--- config.mk ---
export PLATFORM = sky130hd
export DESIGN_NAME = ccg_top
export DESIGN_NICKNAME = d
export VERILOG_FILES = /design/src/rtl/ccg_top.v /design/src/rtl/ccg_gen.v
export VERILOG_INCLUDE_DIRS = /design/src /design/src/rtl
export SDC_FILE = /design/constraint.sdc
export NUM_CORES = 1
export LEC_CHECK = 0
export BUFFER_PORTS_ARGS = -buffer_cell sky130_fd_sc_hd__buf_4
export CAP_MARGIN = 5
export CORE_MARGIN = 2
export CORE_UTILIZATION = 30
export CTS_CLUSTER_SIZE = 40
export DETAILED_ROUTE_END_ITERATION = 10
export PLACE_DENSITY = 0.48
export SLEW_MARGIN = 20
export SYNTH_ARGS = -nofsm -noshare
export SYNTH_HDL_FRONTEND = slang
export SYNTH_HIERARCHICAL = 1
export SYNTH_SLANG_ARGS = --single-unit
--- constraint.sdc ---
create_clock -name mclk -period 2.5 [get_ports mclk]
set_clock_uncertainty 0.05 [all_clocks]
set_input_delay 0.625 -clock mclk [delete_from_list [all_inputs] [get_ports mclk]]
set_output_delay 0.625 -clock mclk [all_outputs]
set_load 0.03 [all_outputs]
--- src/rtl/ccg_map.vh ---
// constants of the clock source and generator control block
// assumes a single 100 MHz mclk domain
`ifndef CCG_MAP_VH
`define CCG_MAP_VH
// ----------------------------------------------------------
// source indices
// ----------------------------------------------------------
`define CCG_SRC_RING      3'h0
`define CCG_SRC_CRYSTAL   3'h1
`define CCG_SRC_GPIN0     3'h2
`define CCG_SRC_GPIN1     3'h3
`define CCG_SRC_PLL_SYS   3'h4
`define CCG_SRC_PLL_USB   3'h5
`define CCG_SRC_CLK_SYS   3'h6
`define CCG_SRC_CLK_REF   3'h7
// ----------------------------------------------------------
// per-generator allowed source masks
// ----------------------------------------------------------
`define CCG_MASK_REF      8'h0f
`define CCG_MASK_SYS      8'h3f
`define CCG_MASK_GPOUT    8'hff
// ----------------------------------------------------------
// generator indices
// ----------------------------------------------------------
`define CCG_GEN_REF       0
`define CCG_GEN_SYS       1
`define CCG_GEN_GP0       2
`define CCG_NUM_GEN       6
// ----------------------------------------------------------
// timing
// ----------------------------------------------------------
`define CCG_CLK_PERIOD_NS 10
`define CCG_RECOV_NS      2000
`define CCG_FC_WINDOW_NS  10000
`endif

--- src/rtl/ccg_top.v ---
// top of the clock source and generator control block
// assumes all clock sources arrive as levels sampled by mclk
`include "ccg_map.vh"
`timescale 1ns/10ps
`default_nettype none
module ccg_top #(
  parameter DIV_W     = 8,
  parameter CFG_W     = 8,
  parameter FC_W      = 16,
  parameter RECOV_CYC = `CCG_RECOV_NS / `CCG_CLK_PERIOD_NS,
  parameter FC_CYC    = `CCG_FC_WINDOW_NS / `CCG_CLK_PERIOD_NS
) (
  input  wire                        mclk,
  input  wire                        rst_n,
  input  wire                        ring_osc_source,
  input  wire                        crystal_osc_source,
  input  wire                        gpin0,
  input  wire                        gpin1,
  input  wire                        pll_sys_clk,
  input  wire                        pll_usb_clk,
  input  wire [3*`CCG_NUM_GEN-1:0]   gen_sel,
  input  wire [DIV_W*`CCG_NUM_GEN-1:0] gen_div,
  input  wire [`CCG_NUM_GEN-1:0]     gen_enable,
  input  wire [`CCG_NUM_GEN-1:0]     gen_sleep_gate,
  input  wire                        sleep,
  input  wire                        deep_lowpower_mode_req,
  input  wire                        rtc_alarm,
  input  wire                        gpio_wake,
  input  wire                        ring_osc_stop,
  input  wire                        ring_osc_cfg_load,
  input  wire [CFG_W-1:0]            ring_osc_cfg_in,
  input  wire                        crystal_osc_enable,
  input  wire                        fc_start,
  input  wire [2:0]                  fc_src,
  input  wire                        recov_clear,
  output reg                         ring_osc_run_ff,
  output reg  [CFG_W-1:0]            ring_osc_cfg_ff,
  output reg                         crystal_osc_run_ff,
  output reg                         pll_ref_ff,
  output reg                         deep_lowpower_mode_ff,
  output wire                        clk_ref,
  output wire                        clk_sys,
  output wire [3:0]                  gpio_clock_outputs,
  output reg  [FC_W-1:0]             fc_count_ff,
  output reg                         fc_done_ff,
  output reg                         recov_flag_ff
);
  // ----------------------------------------------------------
  // source levels
  // ----------------------------------------------------------
  wire [`CCG_NUM_GEN-1:0] gen_clk;
  wire [7:0]              src_lvl;
  wire                    ring_lvl;
  wire                    xtal_lvl;
  reg                     recov_force;

  assign ring_lvl = ring_osc_source & ring_osc_run_ff;
  assign xtal_lvl = crystal_osc_source & crystal_osc_run_ff;
  // external pins pass untouched by deep low-power mode
  assign src_lvl  = {gen_clk[`CCG_GEN_REF], gen_clk[`CCG_GEN_SYS], pll_usb_clk, pll_sys_clk,
                     gpin1, gpin0, xtal_lvl, ring_lvl};

  assign clk_ref            = gen_clk[`CCG_GEN_REF];
  assign clk_sys            = gen_clk[`CCG_GEN_SYS];
  assign gpio_clock_outputs = gen_clk[`CCG_GEN_GP0+3:`CCG_GEN_GP0];

  // ----------------------------------------------------------
  // generators
  // ----------------------------------------------------------
  genvar g;
  generate
    for (g = 0; g < `CCG_NUM_GEN; g = g + 1) begin : gen_blk
      ccg_gen #(
        .SRC_MASK (g == `CCG_GEN_REF ? `CCG_MASK_REF :
                   g == `CCG_GEN_SYS ? `CCG_MASK_SYS : `CCG_MASK_GPOUT),
        .DIV_W    (DIV_W)
      ) u_gen (
        .mclk       (mclk),
        .rst_n      (rst_n),
        .src_lvl    (src_lvl),
        .sel        (gen_sel[3*g+2:3*g]),
        .div        (gen_div[DIV_W*g+DIV_W-1:DIV_W*g]),
        .enable     (gen_enable[g]),
        .sleep      (sleep),
        .sleep_gate (gen_sleep_gate[g]),
        .force_sel  (recov_force && g == `CCG_GEN_SYS),
        .force_val  (`CCG_SRC_RING),
        .clk_o      (gen_clk[g]),
        .cur_sel_ff ()
      );
    end
  endgenerate

  // ----------------------------------------------------------
  // oscillators and deep low-power mode
  // ----------------------------------------------------------
  wire wake;
  assign wake = rtc_alarm | gpio_wake;

  always @(posedge mclk or negedge rst_n) begin
    if (!rst_n) begin
      deep_lowpower_mode_ff <= 1'b0;
      ring_osc_run_ff       <= 1'b1;
      ring_osc_cfg_ff       <= {CFG_W{1'b0}};
      crystal_osc_run_ff    <= 1'b0;
      pll_ref_ff            <= 1'b0;
    end else begin
      if (wake)
        deep_lowpower_mode_ff <= 1'b0;
      else if (deep_lowpower_mode_req)
        deep_lowpower_mode_ff <= 1'b1;
      // sleep has no effect here; recovery overrides a software stop
      ring_osc_run_ff    <= ~deep_lowpower_mode_ff & (~ring_osc_stop | recov_force | recov_flag_ff);
      crystal_osc_run_ff <= crystal_osc_enable & ~deep_lowpower_mode_ff;
      if (ring_osc_cfg_load)
        ring_osc_cfg_ff <= ring_osc_cfg_in;
      pll_ref_ff <= xtal_lvl;
    end
  end

  // ----------------------------------------------------------
  // system clock recovery
  // ----------------------------------------------------------
  reg        sys_prev_ff;
  reg [31:0] recov_cnt_ff;
  wire       sys_rise;
  assign sys_rise = clk_sys & ~sys_prev_ff;

  always @(posedge mclk or negedge rst_n) begin
    if (!rst_n) begin
      sys_prev_ff   <= 1'b0;
      recov_cnt_ff  <= 32'h0;
      recov_force   <= 1'b0;
      recov_flag_ff <= 1'b0;
    end else begin
      sys_prev_ff <= clk_sys;
      recov_force <= 1'b0;
      // a clock gated on purpose in light low-power mode is not a stopped clock
      if (sys_rise || !gen_enable[`CCG_GEN_SYS] || deep_lowpower_mode_ff ||
          (sleep && gen_sleep_gate[`CCG_GEN_SYS])) begin
        recov_cnt_ff <= 32'h0;
      end else if (recov_cnt_ff >= RECOV_CYC - 1) begin
        recov_cnt_ff <= 32'h0;
        recov_force  <= 1'b1;
      end else begin
        recov_cnt_ff <= recov_cnt_ff + 32'h1;
      end
      if (recov_force)
        recov_flag_ff <= 1'b1;
      else if (recov_clear)
        recov_flag_ff <= 1'b0;
    end
  end

  // ----------------------------------------------------------
  // frequency counter
  // ----------------------------------------------------------
  reg            fc_busy_ff;
  reg            fc_prev_ff;
  reg [31:0]     fc_win_ff;
  reg [FC_W-1:0] fc_acc_ff;
  wire           fc_lvl;
  assign fc_lvl = src_lvl[fc_src];

  always @(posedge mclk or negedge rst_n) begin
    if (!rst_n) begin
      fc_busy_ff  <= 1'b0;
      fc_prev_ff  <= 1'b0;
      fc_win_ff   <= 32'h0;
      fc_acc_ff   <= {FC_W{1'b0}};
      fc_count_ff <= {FC_W{1'b0}};
      fc_done_ff  <= 1'b0;
    end else begin
      fc_prev_ff <= fc_lvl;
      if (fc_start && !fc_busy_ff) begin
        fc_busy_ff <= 1'b1;
        fc_done_ff <= 1'b0;
        fc_win_ff  <= 32'h0;
        fc_acc_ff  <= {FC_W{1'b0}};
      end else if (fc_busy_ff) begin
        if (fc_lvl && !fc_prev_ff && fc_acc_ff != {FC_W{1'b1}})
          fc_acc_ff <= fc_acc_ff + 1'b1;
        if (fc_win_ff >= FC_CYC - 1) begin
          fc_busy_ff  <= 1'b0;
          fc_done_ff  <= 1'b1;
          fc_count_ff <= fc_acc_ff + ((fc_lvl && !fc_prev_ff && fc_acc_ff != {FC_W{1'b1}}) ? 1'b1 : 1'b0);
        end else begin
          fc_win_ff <= fc_win_ff + 32'h1;
        end
      end
    end
  end
endmodule
`default_nettype wire

--- src/rtl/ccg_gen.v ---
// one clock generator: source select, divider, gating
// assumes source levels are sampled in the mclk domain
`timescale 1ns/10ps
`include "ccg_map.vh"
`default_nettype none
module ccg_gen #(
  parameter [7:0] SRC_MASK = 8'hff,
  parameter       DIV_W    = 8
) (
  input  wire             mclk,
  input  wire             rst_n,
  input  wire [7:0]       src_lvl,
  input  wire [2:0]       sel,
  input  wire [DIV_W-1:0] div,
  input  wire             enable,
  input  wire             sleep,
  input  wire             sleep_gate,
  input  wire             force_sel,
  input  wire [2:0]       force_val,
  output reg              clk_o,
  output reg  [2:0]       cur_sel_ff
);
  // ----------------------------------------------------------
  // switch states
  // ----------------------------------------------------------
  localparam [2:0] ST_RUN  = 3'b001;
  localparam [2:0] ST_WAIT = 3'b010;
  localparam [2:0] ST_SWAP = 3'b100;

  reg [2:0]       state_ff;
  reg [2:0]       nxt_state;
  reg             prev_ff;
  reg             armed_ff;
  reg             div_lvl_ff;
  reg [DIV_W-1:0] cnt_ff;
  wire            cur_lvl;
  wire            rise;
  wire            sel_ok;
  wire            active;
  wire            gen_lvl;

  assign cur_lvl = src_lvl[cur_sel_ff];
  assign rise    = cur_lvl & ~prev_ff;
  assign sel_ok  = SRC_MASK[sel];
  assign active  = enable & ~(sleep & sleep_gate) & (state_ff == ST_RUN) & armed_ff;
  assign gen_lvl = (div == {DIV_W{1'b0}}) ? cur_lvl : div_lvl_ff;

  always @* begin
    nxt_state = state_ff;
    case (state_ff)
      ST_RUN:  if (sel_ok && sel != cur_sel_ff) nxt_state = ST_WAIT;
      ST_WAIT: if (!clk_o) nxt_state = ST_SWAP;
      ST_SWAP: nxt_state = ST_RUN;
      default: nxt_state = ST_RUN;
    endcase
  end

  always @(posedge mclk or negedge rst_n) begin
    if (!rst_n) begin
      state_ff   <= ST_RUN;
      cur_sel_ff <= `CCG_SRC_RING;
      prev_ff    <= 1'b0;
      armed_ff   <= 1'b1;
      div_lvl_ff <= 1'b0;
      cnt_ff     <= {DIV_W{1'b0}};
      clk_o      <= 1'b0;
    end else if (force_sel) begin
      state_ff   <= ST_RUN;
      cur_sel_ff <= force_val;
      prev_ff    <= 1'b1;
      armed_ff   <= 1'b0;
      div_lvl_ff <= 1'b0;
      cnt_ff     <= {DIV_W{1'b0}};
      clk_o      <= 1'b0;
    end else begin
      state_ff <= nxt_state;
      if (state_ff == ST_SWAP) begin
        cur_sel_ff <= sel;
        // new source counts only from its first full high phase
        prev_ff    <= 1'b1;
        armed_ff   <= 1'b0;
        div_lvl_ff <= 1'b0;
        cnt_ff     <= {DIV_W{1'b0}};
      end else begin
        prev_ff <= cur_lvl;
        if (!cur_lvl)
          armed_ff <= 1'b1;
        if (rise) begin
          if (cnt_ff + 1'b1 >= div) begin
            cnt_ff     <= {DIV_W{1'b0}};
            div_lvl_ff <= ~div_lvl_ff;
          end else begin
            cnt_ff <= cnt_ff + 1'b1;
          end
        end
      end
      // high phase is allowed to finish before holding low
      clk_o <= active ? gen_lvl : (clk_o & gen_lvl);
    end
  end
endmodule
`default_nettype wire

-- After elaboration in Yosys (flattened, before gate mapping)
Memory sizes are Yosys's and may differ from the RTL's.
Index checks and enable logic that the tools add are counted.
Widths: inputs -> output; s select.
- output and inout bits: 36
- ROM bits: 48
- register bits: 222
- memories kept: 6
- word-level logic and storage cells: 393
- memory list (name ; words ; width ; rd ports ; clocked after memory_dff ; write ports ; line ; RTL):
    (no name shown) ; 8 ; 1 ; 1 ; 0 ; 0 ; ccg_gen.v:44 ; assign sel_ok = SRC_MASK[sel];
    (no name shown) ; 8 ; 1 ; 1 ; 0 ; 0 ; ccg_gen.v:44 ;
    (no name shown) ; 8 ; 1 ; 1 ; 0 ; 0 ; ccg_gen.v:44 ;
    (no name shown) ; 8 ; 1 ; 1 ; 0 ; 0 ; ccg_gen.v:44 ;
    (no name shown) ; 8 ; 1 ; 1 ; 0 ; 0 ; ccg_gen.v:44 ;
    (no name shown) ; 8 ; 1 ; 1 ; 0 ; 0 ; ccg_gen.v:44 ;
- bitwise logic cells: 66
- add/sub/neg operators: 10
- equal/unequal tests: 44
- $lt $le $gt $ge: 21
- reductions and logical operators: 56
- mux-type cells: 133
- operators with widths (cell ; number):
    $mux 32 ; 5
    $mux 8 ; 19
    $mux 1 ; 78
    $add 32x1->32 const B ; 2
    $lt 3x4->1 const B ; 13
    $add 8x1->8 const B ; 6
    $ge 8x8->1 ; 6
    $logic_not 8->1 ; 6
    $mux 16 ; 3
    $mux 3 ; 15
    $and 1x1->1 ; 41
    $pmux 3 s2 ; 6
    $ge 32x10->1 const B ; 1
    $ge 32x8->1 const B ; 1
    $ne 2x2->1 const B ; 16
    $reduce_bool 2->1 ; 16
    $reduce_and 2->1 ; 15
    $not 1->1 ; 22
    $bmux 1 s3 ; 7
    $eq 3x1->1 const B ; 6
    $eq 3x2->1 const B ; 6
    $eq 3x3->1 const B ; 6
    $ne 3x3->1 ; 6
    $add 16x1->16 ; 1
    other kinds (9) ; 27

-- Logic depth before layout (Yosys ltp)
Gate-level depths: netlist (run 1).
- depth in word-level cells: 8
- mapped depth: 12
- depth with buffers taken out: 10

-- By module
The synthesis (run 1) kept the hierarchy.
- modules (own cells, without submodules) (module ; instances ; area each (um^2) ; sequential area each (um^2) ; cells an instance):
    ccg_gen at gen_blk[2].u_gen ... ; 4 ; 1311.3 ; 452.9 ; 132
    ccg_top ; 1 ; 4921.0 ; 2854.0 ; 412
    ccg_gen at gen_blk[1].u_gen ; 1 ; 1247.4 ; 452.9 ; 134
    ccg_gen at gen_blk[0].u_gen ; 1 ; 1214.9 ; 452.9 ; 136

-- Least setup slack after synthesis (run 1)
Ideal clock, no wire load.
- path kind: input port to flip-flop
- start point: in crystal_osc_source
- end point: reg fc_count_ff[9]
- stages: 11
- slack: -387 ps
- buffers on the path: 2
- setup time: 125 ps
- data required time: 2325 ps
- data arrival time: 2712 ps
- cells stage by stage: and2_1 -> a211oi_1 -> o31a_1 -> buf_2 -> nor3_1 -> ha_1 -> and3_1 -> clkbuf_1 -> nand3_1 -> xnor2_1 -> mux2_4
- word-level cells in the longest chain between the ends: 7
- RTL lines (element ; line ; RTL):
    start, declared ; ccg_top.v:16 ; input wire crystal_osc_source,
    $and 1x1->1 ; ccg_top.v:58 ; assign xtal_lvl = crystal_osc_source & crystal_osc_run_ff;
    $bmux 1 s3 ; ccg_top.v:163 ; assign fc_lvl = src_lvl[fc_src];
    $mux 1 (not written as such) ; ccg_top.v:163 ;
    $logic_and 1x1->1 (2 in a row) ; ccg_top.v:186 ; fc_count_ff <= fc_acc_ff + ((fc_lvl && !fc_prev_ff && fc_acc_ff != {FC_W{1'b1}}) ? 1'b1 : 1'b0);
    $mux 1 ; ccg_top.v:186 ;
    $add 16x1->16 ; ccg_top.v:186 ;
    end signal, assigned ; ccg_top.v:171 ; fc_count_ff <= {FC_W{1'b0}};
    end signal, assigned ; ccg_top.v:186 ;
    end, declared ; ccg_top.v:44 ; output reg [FC_W-1:0] fc_count_ff,
Every way passes these cells. The select of a mux whose other input is x is not followed.
A chain may end at the register's enable or synchronous reset.

-- Worst setup path in the final report (run 1)
- start point: reg gen_blk[5].u_gen.cnt_ff[0]
- end point: reg gen_blk[5].u_gen.cnt_ff[4]
- word-level cells in the longest chain between the ends: 5
- RTL lines (element ; line ; RTL):
    start, declared ; ccg_gen.v:35 ; reg [DIV_W-1:0] cnt_ff;
    start signal, assigned ; ccg_gen.v:65 ; cnt_ff <= {DIV_W{1'b0}};
    start signal, assigned ; ccg_gen.v:73 ; cnt_ff <= {DIV_W{1'b0}};
    start signal, assigned ; ccg_gen.v:83 ; cnt_ff <= {DIV_W{1'b0}};
    $add 8x1->8 (*) ; ccg_gen.v:89, ccg_gen.v:93 ;
    $ge 8x8->1 ; ccg_gen.v:89 ; if (cnt_ff + 1'b1 >= div) begin
    $mux 8 (*) ; ccg_gen.v:89 ;
    $mux 8 (*) ; ccg_gen.v:88 ; if (rise) begin
    $mux 8 (*) ; ccg_gen.v:77 ; if (state_ff == ST_SWAP) begin
Mark *: on every way between the ends. The rest lies on a longest branch, timed or not. The select of a mux whose other input is x is not followed.

==> impl_metrics.json, run 1 <==
{
  "run_status": "finished, final reports clean",
  "slowest_delay_ps": 380,
  "number_of_port_buffers": 141,
  "setup.worst_path.start_class": "flip-flop",
  "initial_standard_cell_utilization_of_the_core_pct": 30.2,
  "hold_vio_cnt_final": 0,
  "clock_insertion_delay_worst_skew_ps": 550,
  "synthToLayoutAreaGrowth_pct": 36.6,
  "power.static_leakage_uw": 0.00815,
  "filler_cell_count_in_the_final_layout": 4054,
  "grt_max_degree": 66,
  "place.gp.congestion": 0.796,
  "hold_path.class": "input port to flip-flop",
  "detail_route.iter0.violations": 503,
  "synth_top_cells_by_count": "209 x dfrtp_1, 98 x nand2_1, 74 x nor2_1, 68 x inv_1, 59 x ha_1",
  "number_of_standard_cells_after_synthesis": 1210,
  "worst-setup-path-type": "flip-flop to flip-flop",
  "yosys.cell_count.top_type": "dfrtp_1",
  "width_of_the_chip_microns": 209,
  "first_global_vias": 10100,
  "timing.slew.headroom_pct": 64.7,
  "final_cell_count_no_fill": 2105,
  "synth_flop_cell": "dfrtp_1",
  "slew_violations": 0,
  "synth_enable_flop_cells": 0,
  "crit_path_top_delay_cell": "dfrtp_1",
  "maxCapViolCount": 0,
  "finalNetCount": 1709,
  "overflow": 0,
  "yosysTopAreaCell": "dfrtp_1",
  "postSynthRegisterBits": 222,
  "detail-route-antenna-nets": 0,
  "critical_path_peak_fanout": 5,
  "yosysTopAreaCellShare_pct": 41.4,
  "period_minus_slack_ps": 2450,
  "synth-seq-area-share_pct": 44.1,
  "power_density_nw_per_um2": 682,
  "total_via_count_after_detailed_routing": 9998,
  "worst-endpoint-arrival_ps": 2830,
  "synth-warning-count": 6,
  "num_rows": 75,
  "crit_path_cell_trace": "buf_6 -> and3_4 -> nand3_4 -> buf_4 -> xnor2_1 -> ha_1 -> nand4_1 -> nor3_4 -> nor2_2 -> buf_4 -> a31o_1",
  "grt_antenna_before_repair": 2,
  "netlist_area_sq_um": 12600,
  "grtUsageTotal_pct": 14.6,
  "core_region_area_sq_um": 41800,
  "total_number_of_clock_tree_sinks": 222,
  "ctsLongestPathBuffers": 3,
  "route.final.wire_length_microns": 32100,
  "end_kind": "flip-flop",
  "clk_pin_slew_ps": 60,
  "number_of_primary_i_o_pins": 142,
  "avgRoutedWirePerCell_microns": 15.3,
  "yosysUniqueCellTypes": 73,
  "layout_worst_path_cycle_share_pct": 97.9,
  "die-area_sq_um": 43800,
  "synth.avg_cell_area_sq_um": 10.4,
  "tightest_slew_ps": 528,
  "die_h_microns": 209,
  "global_route_wire_length_before_repair_microns": 52500,
  "place_inst": 2022,
  "critPathMostFrequentCell": "buf_4",
  "worst_ir_drop_vdd_mv": 0.511,
  "achievable_clock_frequency_mhz": 409,
  "number_of_clock_buffers_inserted_by_tritoncts": 28,
  "finalSetupViolCount": 0,
  "rsz0062_at_grt": "true",
  "drt_drc_violations_left": 0,
  "dpl.hpwl_microns": 23200,
  "drive_gt1_share_pct": 34.5,
  "synth-async-reset-ratio_pct": 100,
  "synth_area_leaders": "dfrtp_1 41%, ha_1 5.8%, mux2i_1 4.5%",
  "ctsHtreeMaxLevel": 1,
  "worst-endpoint-required_ps": 2880,
  "via_per_inst": 4.75,
  "root_buffer": "clkbuf_16",
  "dp_slack_ps": -257,
  "timing.final.ws_setup_ps": 52.7,
  "tritoncts": "done",
  "drt_first_pass_iters": 4
}
sequential cells by signal, summed over array words and instances (netlist names), 6 cells and up:
| register | count |
|---|---|
| fc_count_ff | 16 |
| gen_blk.u_gen/clk_o | 6 |
| fc_win_ff | 32 |
| gen_blk.u_gen/prev_ff | 6 |
| gen_blk.u_gen/state_ff | 18 |
| gen_blk.u_gen/cur_sel_ff | 18 |
| gen_blk.u_gen/cnt_ff | 48 |
| gen_blk.u_gen/div_lvl_ff | 6 |
| gen_blk.u_gen/armed_ff | 6 |
| recov_cnt_ff | 32 |
| fc_acc_ff | 16 |
| ring_osc_cfg_ff | 8 |
cells in the final DEF (no fill, tap or decap), types with 16 or more instances in the layout:
cell type / netlist / final
nand3_1: 51 / 27
ha_1: 59 / 49
inv_1: 68 / 68
nor4_1: 28 / 28
a31o_1: 20 / 20
o21ai_1: 20 / 21
buf_4: 4 / 275
nand3_2: 0 / 16
nor2b_1: 17 / 17
nand2_1: 98 / 96
xor2_1: 41 / 35
conb_1: 1 / 47
a21oi_1: 32 / 23
nand4_1: 24 / 24
nor2_1: 74 / 56
clkbuf_16: 0 / 29
and2_1: 38 / 37
xnor2_1: 28 / 27
dfrtp_1: 209 / 203
mux2i_1: 57 / 57
nand2b_1: 20 / 20
o21ai_0: 20 / 18
power by group:
group	internal, uW	total [uW]	switching, uW
registers	4060	4470	412
logic	1540	3070	1530
clock network	2620	4230	1610
total	8210	11800	3560
worst max-delay path: cells and delay by family (launching register included):
| kind | cells | cell delay [ps] |
|---|---|---|
| buffers and inverters | 3 | 440 |
| xor gates and xnor gates | 1 | 120 |
| DFF | 1 | 380 |
| AOI/OAI and AO/OA | 1 | 210 |
| adders and majority gates | 1 | 290 |
| and+or+nand+nor | 5 | 840 |
final timing paths:
kind	start	to	slack (ps)	depth (start not counted)
max in group asynchronous	rst_n	gen_blk[3].u_gen/state_ff[0]$_DFFE_PN1P_	1160	3
hold reg to reg	recov_cnt_ff[0]$_DFF_PN0_	recov_cnt_ff[0]$_DFF_PN0_	400	1
hold / removal	rtc_alarm	deep_lowpower_mode_ff$_DFFE_PN0P_	180	2
min in group asynchronous	rst_n	fc_win_ff[4]$_DFFE_PN0P_	510	2
setup / recovery	gen_blk[5].u_gen/cnt_ff[0]$_DFFE_PN0P_	gen_blk[5].u_gen/cnt_ff[4]$_DFFE_PN0P_	50	11
setup reg to reg	gen_blk[5].u_gen/cnt_ff[0]$_DFFE_PN0P_	gen_blk[5].u_gen/cnt_ff[4]$_DFFE_PN0P_	50	11
area by class of cell:
type                            count  area, sq um  area share (%)
Tap cell                          539          674            3.91
Inverter                           68          255            1.48
Timing Repair Buffer              298         2360            13.7
Clock buffer                       38          790            4.58
Multi-Input combinational cell    926         7410            42.9
Antenna cell                        1         2.50          0.0145
Sequential cell                   222         5580            32.3
Clock inverter                     13          176            1.02
metrics by stage:
step                hold slack, ps  total power (uW)  util, %  setup TNS [ps]  instance area [sq um]
global placement               388              7260     36.8           -3940                  15400
CTS                            141             11700     39.5               0                  16500
detailed placement             397              7320     36.8           -4290                  15400
floorplan                      279              6140        -           -1250                  12900
global route                   158             12500     41.3           -1070                  17200
finish                         177             11800     41.3               0                  17200
per-layer routing:
metal	global-route usage (%)	routed length [microns]	up-vias
li1	-	-	4983
met1	19.9	15100	4831
met2	24.1	15100	150
met3	2.74	1360	30
met4	3.57	545	4
met5	0	26	-
what timing repair did:
item | CTS | global route
resized for setup | 21 | 125
endpoints found under the hold margin | 38 | 0
cloned | 0 | 1
pin swaps | 19 | 75
setup buffers | 9 | 20
setup endpoints to repair | 38 | 56
hold buffers | 1 | 0
kinds of logic after synthesis:
kind of cell | synth area share (%)
other cells | 0.0297
fa+ha+maj | 5.85
flops | 44.1
xor+xnor | 4.79
buf+inv | 4.22
mux | 10.6
compound gates | 12.1
simple gates | 18.3
Power figures use the tool's default switching activity.
==> run 2, diff against run 1 <==
- CORE_UTILIZATION: 30 -> 40
- PLACE_DENSITY: 0.48 -> 0.6
- SETUP_SLACK_MARGIN: not set -> 0.5
==> run 2 against run 1 <==
Power down 1.7%. Largest cell class unchanged. Clock power shrank 16%. Count of clock-buffer cells in the layout is 3 higher. Setup slack better by 1.9 ps. Largest power group unchanged. First-iteration DRC count fell by 5.6%. Register-to-register slack is essentially flat. Cell area up 3.5%. Final cell count shrank 6.6%. Critical path depth unchanged. Wire length shrank 0.82%.
==> impl_metrics.json, run 2 (synthesized netlist as in run 1, its figures left out) <==
{
  "total_via_count_after_detailed_routing": 10200,
  "setup.worst_path.start_class": "flip-flop",
  "critical_path_peak_fanout": 4,
  "tritoncts": "done",
  "avgRoutedWirePerCell_microns": 16.2,
  "top_library_cells_by_usage_in_the_layout_fill_and_taps_aside": "248 x buf_4, 197 x dfrtp_1, 96 x nand2_1",
  "largest_register_ff_count": 48,
  "grt_max_degree": 72,
  "critical_path.reg2reg.startpoint": "ring_osc_run_ff$_DFF_PN1_",
  "achievable_clock_frequency_mhz": 409,
  "first_global_vias": 10200,
  "hold_path.class": "input port to asynchronous set/reset pin",
  "layout_worst_path_cycle_share_pct": 97.8,
  "global_route_wire_length_before_repair_microns": 51600,
  "drive_gt1_share_pct": 39.9,
  "holdBufCountCts": 0,
  "total_number_of_clock_tree_sinks": 222,
  "place.gp.congestion": 0.816,
  "top_register": "gen_blk.u_gen/cnt_ff",
  "power.static_leakage_uw": 0.00829,
  "initial_standard_cell_utilization_of_the_core_pct": 40.3,
  "crit_path_cell_trace": "and3b_1 -> a211oi_1 -> buf_4 -> o31a_1 -> nor3_2 -> ha_2 -> ha_4 -> nand2_4 -> nor3_2 -> xor2_1 -> mux2_4",
  "worst_hold_slack_ps": 21.8,
  "tightest_slew_ps": 652,
  "place_inst": 1859,
  "die-area_sq_um": 33000,
  "worst-endpoint-arrival_ps": 2800,
  "root_buffer": "clkbuf_16",
  "drt_drc_violations_left": 0,
  "slew_violations": 0,
  "critPathMostFrequentCell": "nor3_2",
  "run_status": "finished, final reports clean",
  "worst_ir_drop_vdd_mv": 0.412,
  "crit_path_top_delay_cell": "dfstp_2",
  "dpl.hpwl_microns": 22200,
  "ctsLongestPathBuffers": 3,
  "maxCapViolCount": 0,
  "detail_route.iter0.violations": 475,
  "postLayoutCellArea_sq_um": 17900,
  "ctsHtreeMaxLevel": 1,
  "grt_antenna_before_repair": 1,
  "end_kind": "flip-flop",
  "num_rows": 65,
  "detail-route-antenna-nets": 0,
  "setup.reg_to_reg.worst_slack_ps": 50,
  "finalSetupViolCount": 0,
  "critical_path.startpoint": "ring_osc_run_ff$_DFF_PN1_",
  "overflow": 0,
  "rsz0062_at_grt": "true",
  "timing.slew.headroom_pct": 56.4,
  "hold_vio_cnt_final": 0,
  "most_frequent_standard_cell_in_the_layout_excluding_fill_and_tap_cells": "buf_4",
  "worst-setup-path-type": "flip-flop to flip-flop",
  "placedInstanceArea_sq_um": 15300,
  "number_of_port_buffers": 141,
  "slowest_delay_ps": 540,
  "final_cell_count_no_fill": 1966,
  "clk_pin_slew_ps": 60,
  "worst-endpoint-required_ps": 2860,
  "grtUsageTotal_pct": 18.9,
  "period_minus_slack_ps": 2450,
  "filler_cell_count_in_the_final_layout": 2644,
  "drt_first_pass_iters": 4,
  "core_region_area_sq_um": 31300,
  "width_of_the_chip_microns": 182,
  "via_per_inst": 5.21,
  "number_of_clock_buffers_inserted_by_tritoncts": 25,
  "route.final.wire_length_microns": 31800,
  "number_of_primary_i_o_pins": 142,
  "power_density_nw_per_um2": 648,
  "power_uw": 11600,
  "finalNetCount": 1710,
  "synthToLayoutAreaGrowth_pct": 41.4,
  "reg.largest.list": "gen_blk.u_gen/cnt_ff: 48 flops, fc_win_ff: 32 flops, recov_cnt_ff: 32 flops",
  "clock_insertion_delay_worst_skew_ps": 520,
  "die_h_microns": 182
}
## run 2: cell types whose count changed in the layout (fill, tap and decap cells not counted), moves of 6 or more
cell       change
dfrtp_2        +6
o21ai_2        +8
nor2_1        -10
and2_4         +6
buf_4         -27
mux2_2         -6
o2bb2ai_1      -7
dfrtp_1        -6
mux2_4        +10
o2bb2ai_2      +7
nor2_4        +14
buf_6         +24
nand3_1        -6
## run 2: worst max-delay path, delay by kind of cell (launching register included)
family                   cells  cell delay, ps
flip-flops                   1             540
AND/OR/NAND/NOR              4             510
adder cells (fa/ha/maj)      2             430
AO/OA/AOI/OAI                2             350
multiplexers                 1             250
buffers and inverters        1             140
XOR/XNOR                     1              80
## run 2: cell type report
type                       count  area [sq um]  share of cell area, %
multi-input combinational    927          8150                   45.6
inverter                      68           255                   1.43
timing repair buffer         301          2570                   14.4
clock inverter                 4          45.0                  0.252
tap                          402           503                   2.82
antenna                        1          2.50                 0.0140
clock buffer                  41           746                   4.18
sequential                   222          5590                   31.3
## run 2: final timing paths
| path | end | cells past startpoint |
|---|---|---|
| min reg2reg | recov_cnt_ff[0]$_DFF_PN0_ | 1 |
| min in group mclk | deep_lowpower_mode_ff$_DFFE_PN0P_ | 2 |
| min | gen_blk[1].u_gen/cnt_ff[0]$_DFFE_PN0P_ | 1 |
| max in group asynchronous | gen_blk[0].u_gen/state_ff[0]$_DFFE_PN1P_ | 2 |
| max reg2reg | fc_count_ff[12]$_DFFE_PN0P_ | 11 |
| max | fc_count_ff[12]$_DFFE_PN0P_ | 11 |
## run 2: routing by layer
metal,vias to the layer above,GRT usage [%],share of wire [%]
met1,5046,25.9,46
met5,-,0,0.038
met2,173,31.5,48
met3,38,3.23,4.4
li1,4987,-,-
met4,2,4.42,1.7
## run 2: metrics by stage
step                      util, %  setup slack [ps]  TNS (ps)
final                        57.0              54.6         0
after global routing         57.0             -39.4      -170
after CTS                    54.2              36.2         0
after detailed placement     49.0              -283     -2990
after global placement       49.0              -260     -2670
after floorplan                 -              -131     -1250
## run 2: repair_timing
item                       CTS  global route
setup endpoints to repair   99           108
pin swaps                   65            69
gates resized for setup    117           129
cloned                       3             1
setup buffers               32            25
## run 2: power breakdown
part	total (uW)	internal [uW]	leakage, uW	switching (uW)
Clock	3550	2120	0.000389	1430
Combinational	3510	1770	0.00505	1740
Sequential	4510	4060	0.00286	454
==> run 3, diff against run 2 <==
- PLACE_DENSITY: 0.6 -> 0.58
- clock period: 2.5 -> 2.42 ns (I/O delays scaled with it)
==> run 3 against run 2 <==
Non-clock buffer count up 32. Power up 8.1%. Final cell count up 1.7%. Combinational power up 5%. Worst hold slack better by 140 ps. Cell area up 3.0%. Clock power up 17%. Sequential power up 4%. First-iteration DRC count up 24%.
==> impl_metrics.json, run 3 (synthesized netlist as in run 1, its figures left out) <==
{
  "placedInstanceArea_sq_um": 15500,
  "clk_pin_slew_ps": 60,
  "detail_route.iter0.violations": 591,
  "clock_insertion_delay_worst_skew_ps": 540,
  "drt_first_pass_iters": 5,
  "dr_wl_met3_microns": 1570,
  "rsz0062_at_grt": "true",
  "detail-route-antenna-nets": 0,
  "period_minus_slack_ps": 2400,
  "end_kind": "flip-flop",
  "reg.largest.list": "gen_blk.u_gen/cnt_ff: 48 flops, fc_win_ff: 32 flops, recov_cnt_ff: 32 flops",
  "worst-endpoint-arrival_ps": 2760,
  "grt_max_degree": 62,
  "final_cell_count_no_fill": 1999,
  "initial_standard_cell_utilization_of_the_core_pct": 40.3,
  "power_density_nw_per_um2": 681,
  "power.static_leakage_uw": 0.00852,
  "worst-endpoint-required_ps": 2780,
  "route.final.wire_length_microns": 33600,
  "tritoncts": "done",
  "grtUsageTotal_pct": 19.6,
  "die_h_microns": 182,
  "first_global_vias": 10400,
  "crit_path_top_delay_cell": "dfstp_2",
  "multi_input_comb_area_sq_um": 8270,
  "achievable_clock_frequency_mhz": 416,
  "slew_violations": 0,
  "grt_antenna_before_repair": 1,
  "total_number_of_clock_tree_sinks": 222,
  "core_region_area_sq_um": 31300,
  "worst-setup-path-type": "flip-flop to flip-flop",
  "place.gp.congestion": 0.821,
  "drt_drc_violations_left": 0,
  "critical_path.reg2reg.startpoint": "ring_osc_run_ff$_DFF_PN1_",
  "met2_layer_wire_length_in_the_routed_design_microns": 16200,
  "finalNetCount": 1743,
  "setup.worst_path.start_class": "flip-flop",
  "overflow": 0,
  "global_route_wire_length_before_repair_microns": 53100,
  "hold_vio_cnt_final": 0,
  "crit_path_cell_trace": "and3b_1 -> a211oi_1 -> o31a_1 -> nor3_2 -> ha_2 -> and3_4 -> nand3_2 -> xnor2_1 -> mux2_4",
  "root_buffer": "clkbuf_16",
  "r2r.worst_path.cells": 9,
  "synthToLayoutAreaGrowth_pct": 45.6,
  "filler_cell_count_in_the_final_layout": 2604,
  "drive_gt1_share_pct": 41.8,
  "num_rows": 65,
  "finalSetupViolCount": 0,
  "largest_register_ff_count": 48,
  "timing.slew.headroom_pct": 50.5,
  "power_uw": 12500,
  "dpl.hpwl_microns": 22800,
  "postLayoutCellArea_sq_um": 18400,
  "finish.utilization_pct": 58.7,
  "antenna_cells": 0,
  "place_inst": 1877,
  "width_of_the_chip_microns": 182,
  "tightest_slew_ps": 741,
  "worst_ir_drop_vdd_mv": 0.511,
  "number_of_port_buffers": 141,
  "hold_path.class": "input port to flip-flop",
  "die-area_sq_um": 33000,
  "total_via_count_after_detailed_routing": 10400,
  "number_of_clock_buffers_inserted_by_tritoncts": 26,
  "layout_worst_path_cycle_share_pct": 99.4,
  "avgRoutedWirePerCell_microns": 16.8,
  "ctsHtreeMaxLevel": 1,
  "setup.reg_to_reg.worst_slack_ps": 20,
  "run_status": "finished, final reports clean",
  "number_of_primary_i_o_pins": 142,
  "timing.hold.worst.start": "rtc_alarm",
  "highest_layer": "met5",
  "hold_path_end": "deep_lowpower_mode_ff$_DFFE_PN0P_",
  "via_per_inst": 5.22,
  "top_library_cells_by_usage_in_the_layout_fill_and_taps_aside": "276 x buf_4, 190 x dfrtp_1, 94 x nand2_1",
  "reg2reg_to": "fc_count_ff[11]$_DFFE_PN0P_",
  "maxCapViolCount": 0,
  "top_register": "gen_blk.u_gen/cnt_ff",
  "most_frequent_standard_cell_in_the_layout_excluding_fill_and_tap_cells": "buf_4",
  "slowest_delay_ps": 540,
  "worst_hold_path.num_cells": 2,
  "regArea_sq_um": 5600,
  "route.layer.met1.wl_microns": 15200,
  "critical_path_peak_fanout": 6,
  "ctsLongestPathBuffers": 3
}
run 3: changes by cell type in the layout (fill, tap and decap cells not counted), moves of 5 or more:
cell	change
buf_4	+28
dfrtp_1	-7
dfrtp_2	+7
a2111oi_2	-6
a2111oi_4	+6
nor2_2	-5
run 3: worst max-delay path by stage:
stage,start,end,slack [ps],cells after the start
after floorplan,fc_src[0],fc_count_ff[5]$_DFFE_PN0P_,-190,10
after global placement,fc_src[0],fc_count_ff[14]$_DFFE_PN0P_,-270,11
after detailed placement,fc_src[0],fc_count_ff[14]$_DFFE_PN0P_,-330,11
after CTS,gen_blk[1].u_gen/cnt_ff[1]$_DFFE_PN0P_,gen_blk[1].u_gen/cnt_ff[5]$_DFFE_PN0P_,-10,11
after global routing,ring_osc_run_ff$_DFF_PN1_,fc_count_ff[11]$_DFFE_PN0P_,-100,9
final,ring_osc_run_ff$_DFF_PN1_,fc_count_ff[11]$_DFFE_PN0P_,20,9
run 3: what timing repair did:
action / in CTS / in global routing
gates resized for setup: 147 / 129
gates cloned: 2 / 1
hold buffers: 1 / 0
setup endpoints to repair: 106 / 118
pin swaps: 63 / 87
setup buffers: 39 / 32
endpoints found under the hold margin: 35 / 0
run 3: layout make-up:
type,count,area share [%]
multi-input combinational,927,45.0
sequential,222,30.4
timing repair buffer,333,15.5
clock buffer,38,4.06
tap,402,2.74
inverter,68,1.42
clock inverter,9,0.864
run 3: stage by stage:
step	TNS, ps	worst slack [ps]	hold slack, ps
final	0	15.3	160
after global routing	-1600	-97.1	144
after CTS	-30.0	-10.1	136
after detailed placement	-5000	-334	400
after global placement	-3700	-273	392
after floorplan	-2020	-191	259
run 3: critical path, delay by kind of cell (launching register included):
family	cells	cell delay, ps
AOI/OAI and AO/OA	2	370
xor gates and xnor gates	1	150
adders and majority gates	1	250
DFF	1	540
muxes	1	250
and+or+nand+nor	4	650
run 3: power by group:
| group | internal [uW] | total (uW) | leakage, uW | switching [uW] |
|---|---|---|---|---|
| Clock | 2560 | 4160 | 0.000440 | 1600 |
| Combinational | 1860 | 3670 | 0.00524 | 1810 |
| Sequential | 4200 | 4680 | 0.00285 | 486 |
run 3: per-layer routing:
layer,GRT usage [%],up-vias
li1,-,5063
met1,27.0,5125
met4,4.42,2
met3,3.41,49
met2,32.2,202
met5,0,-
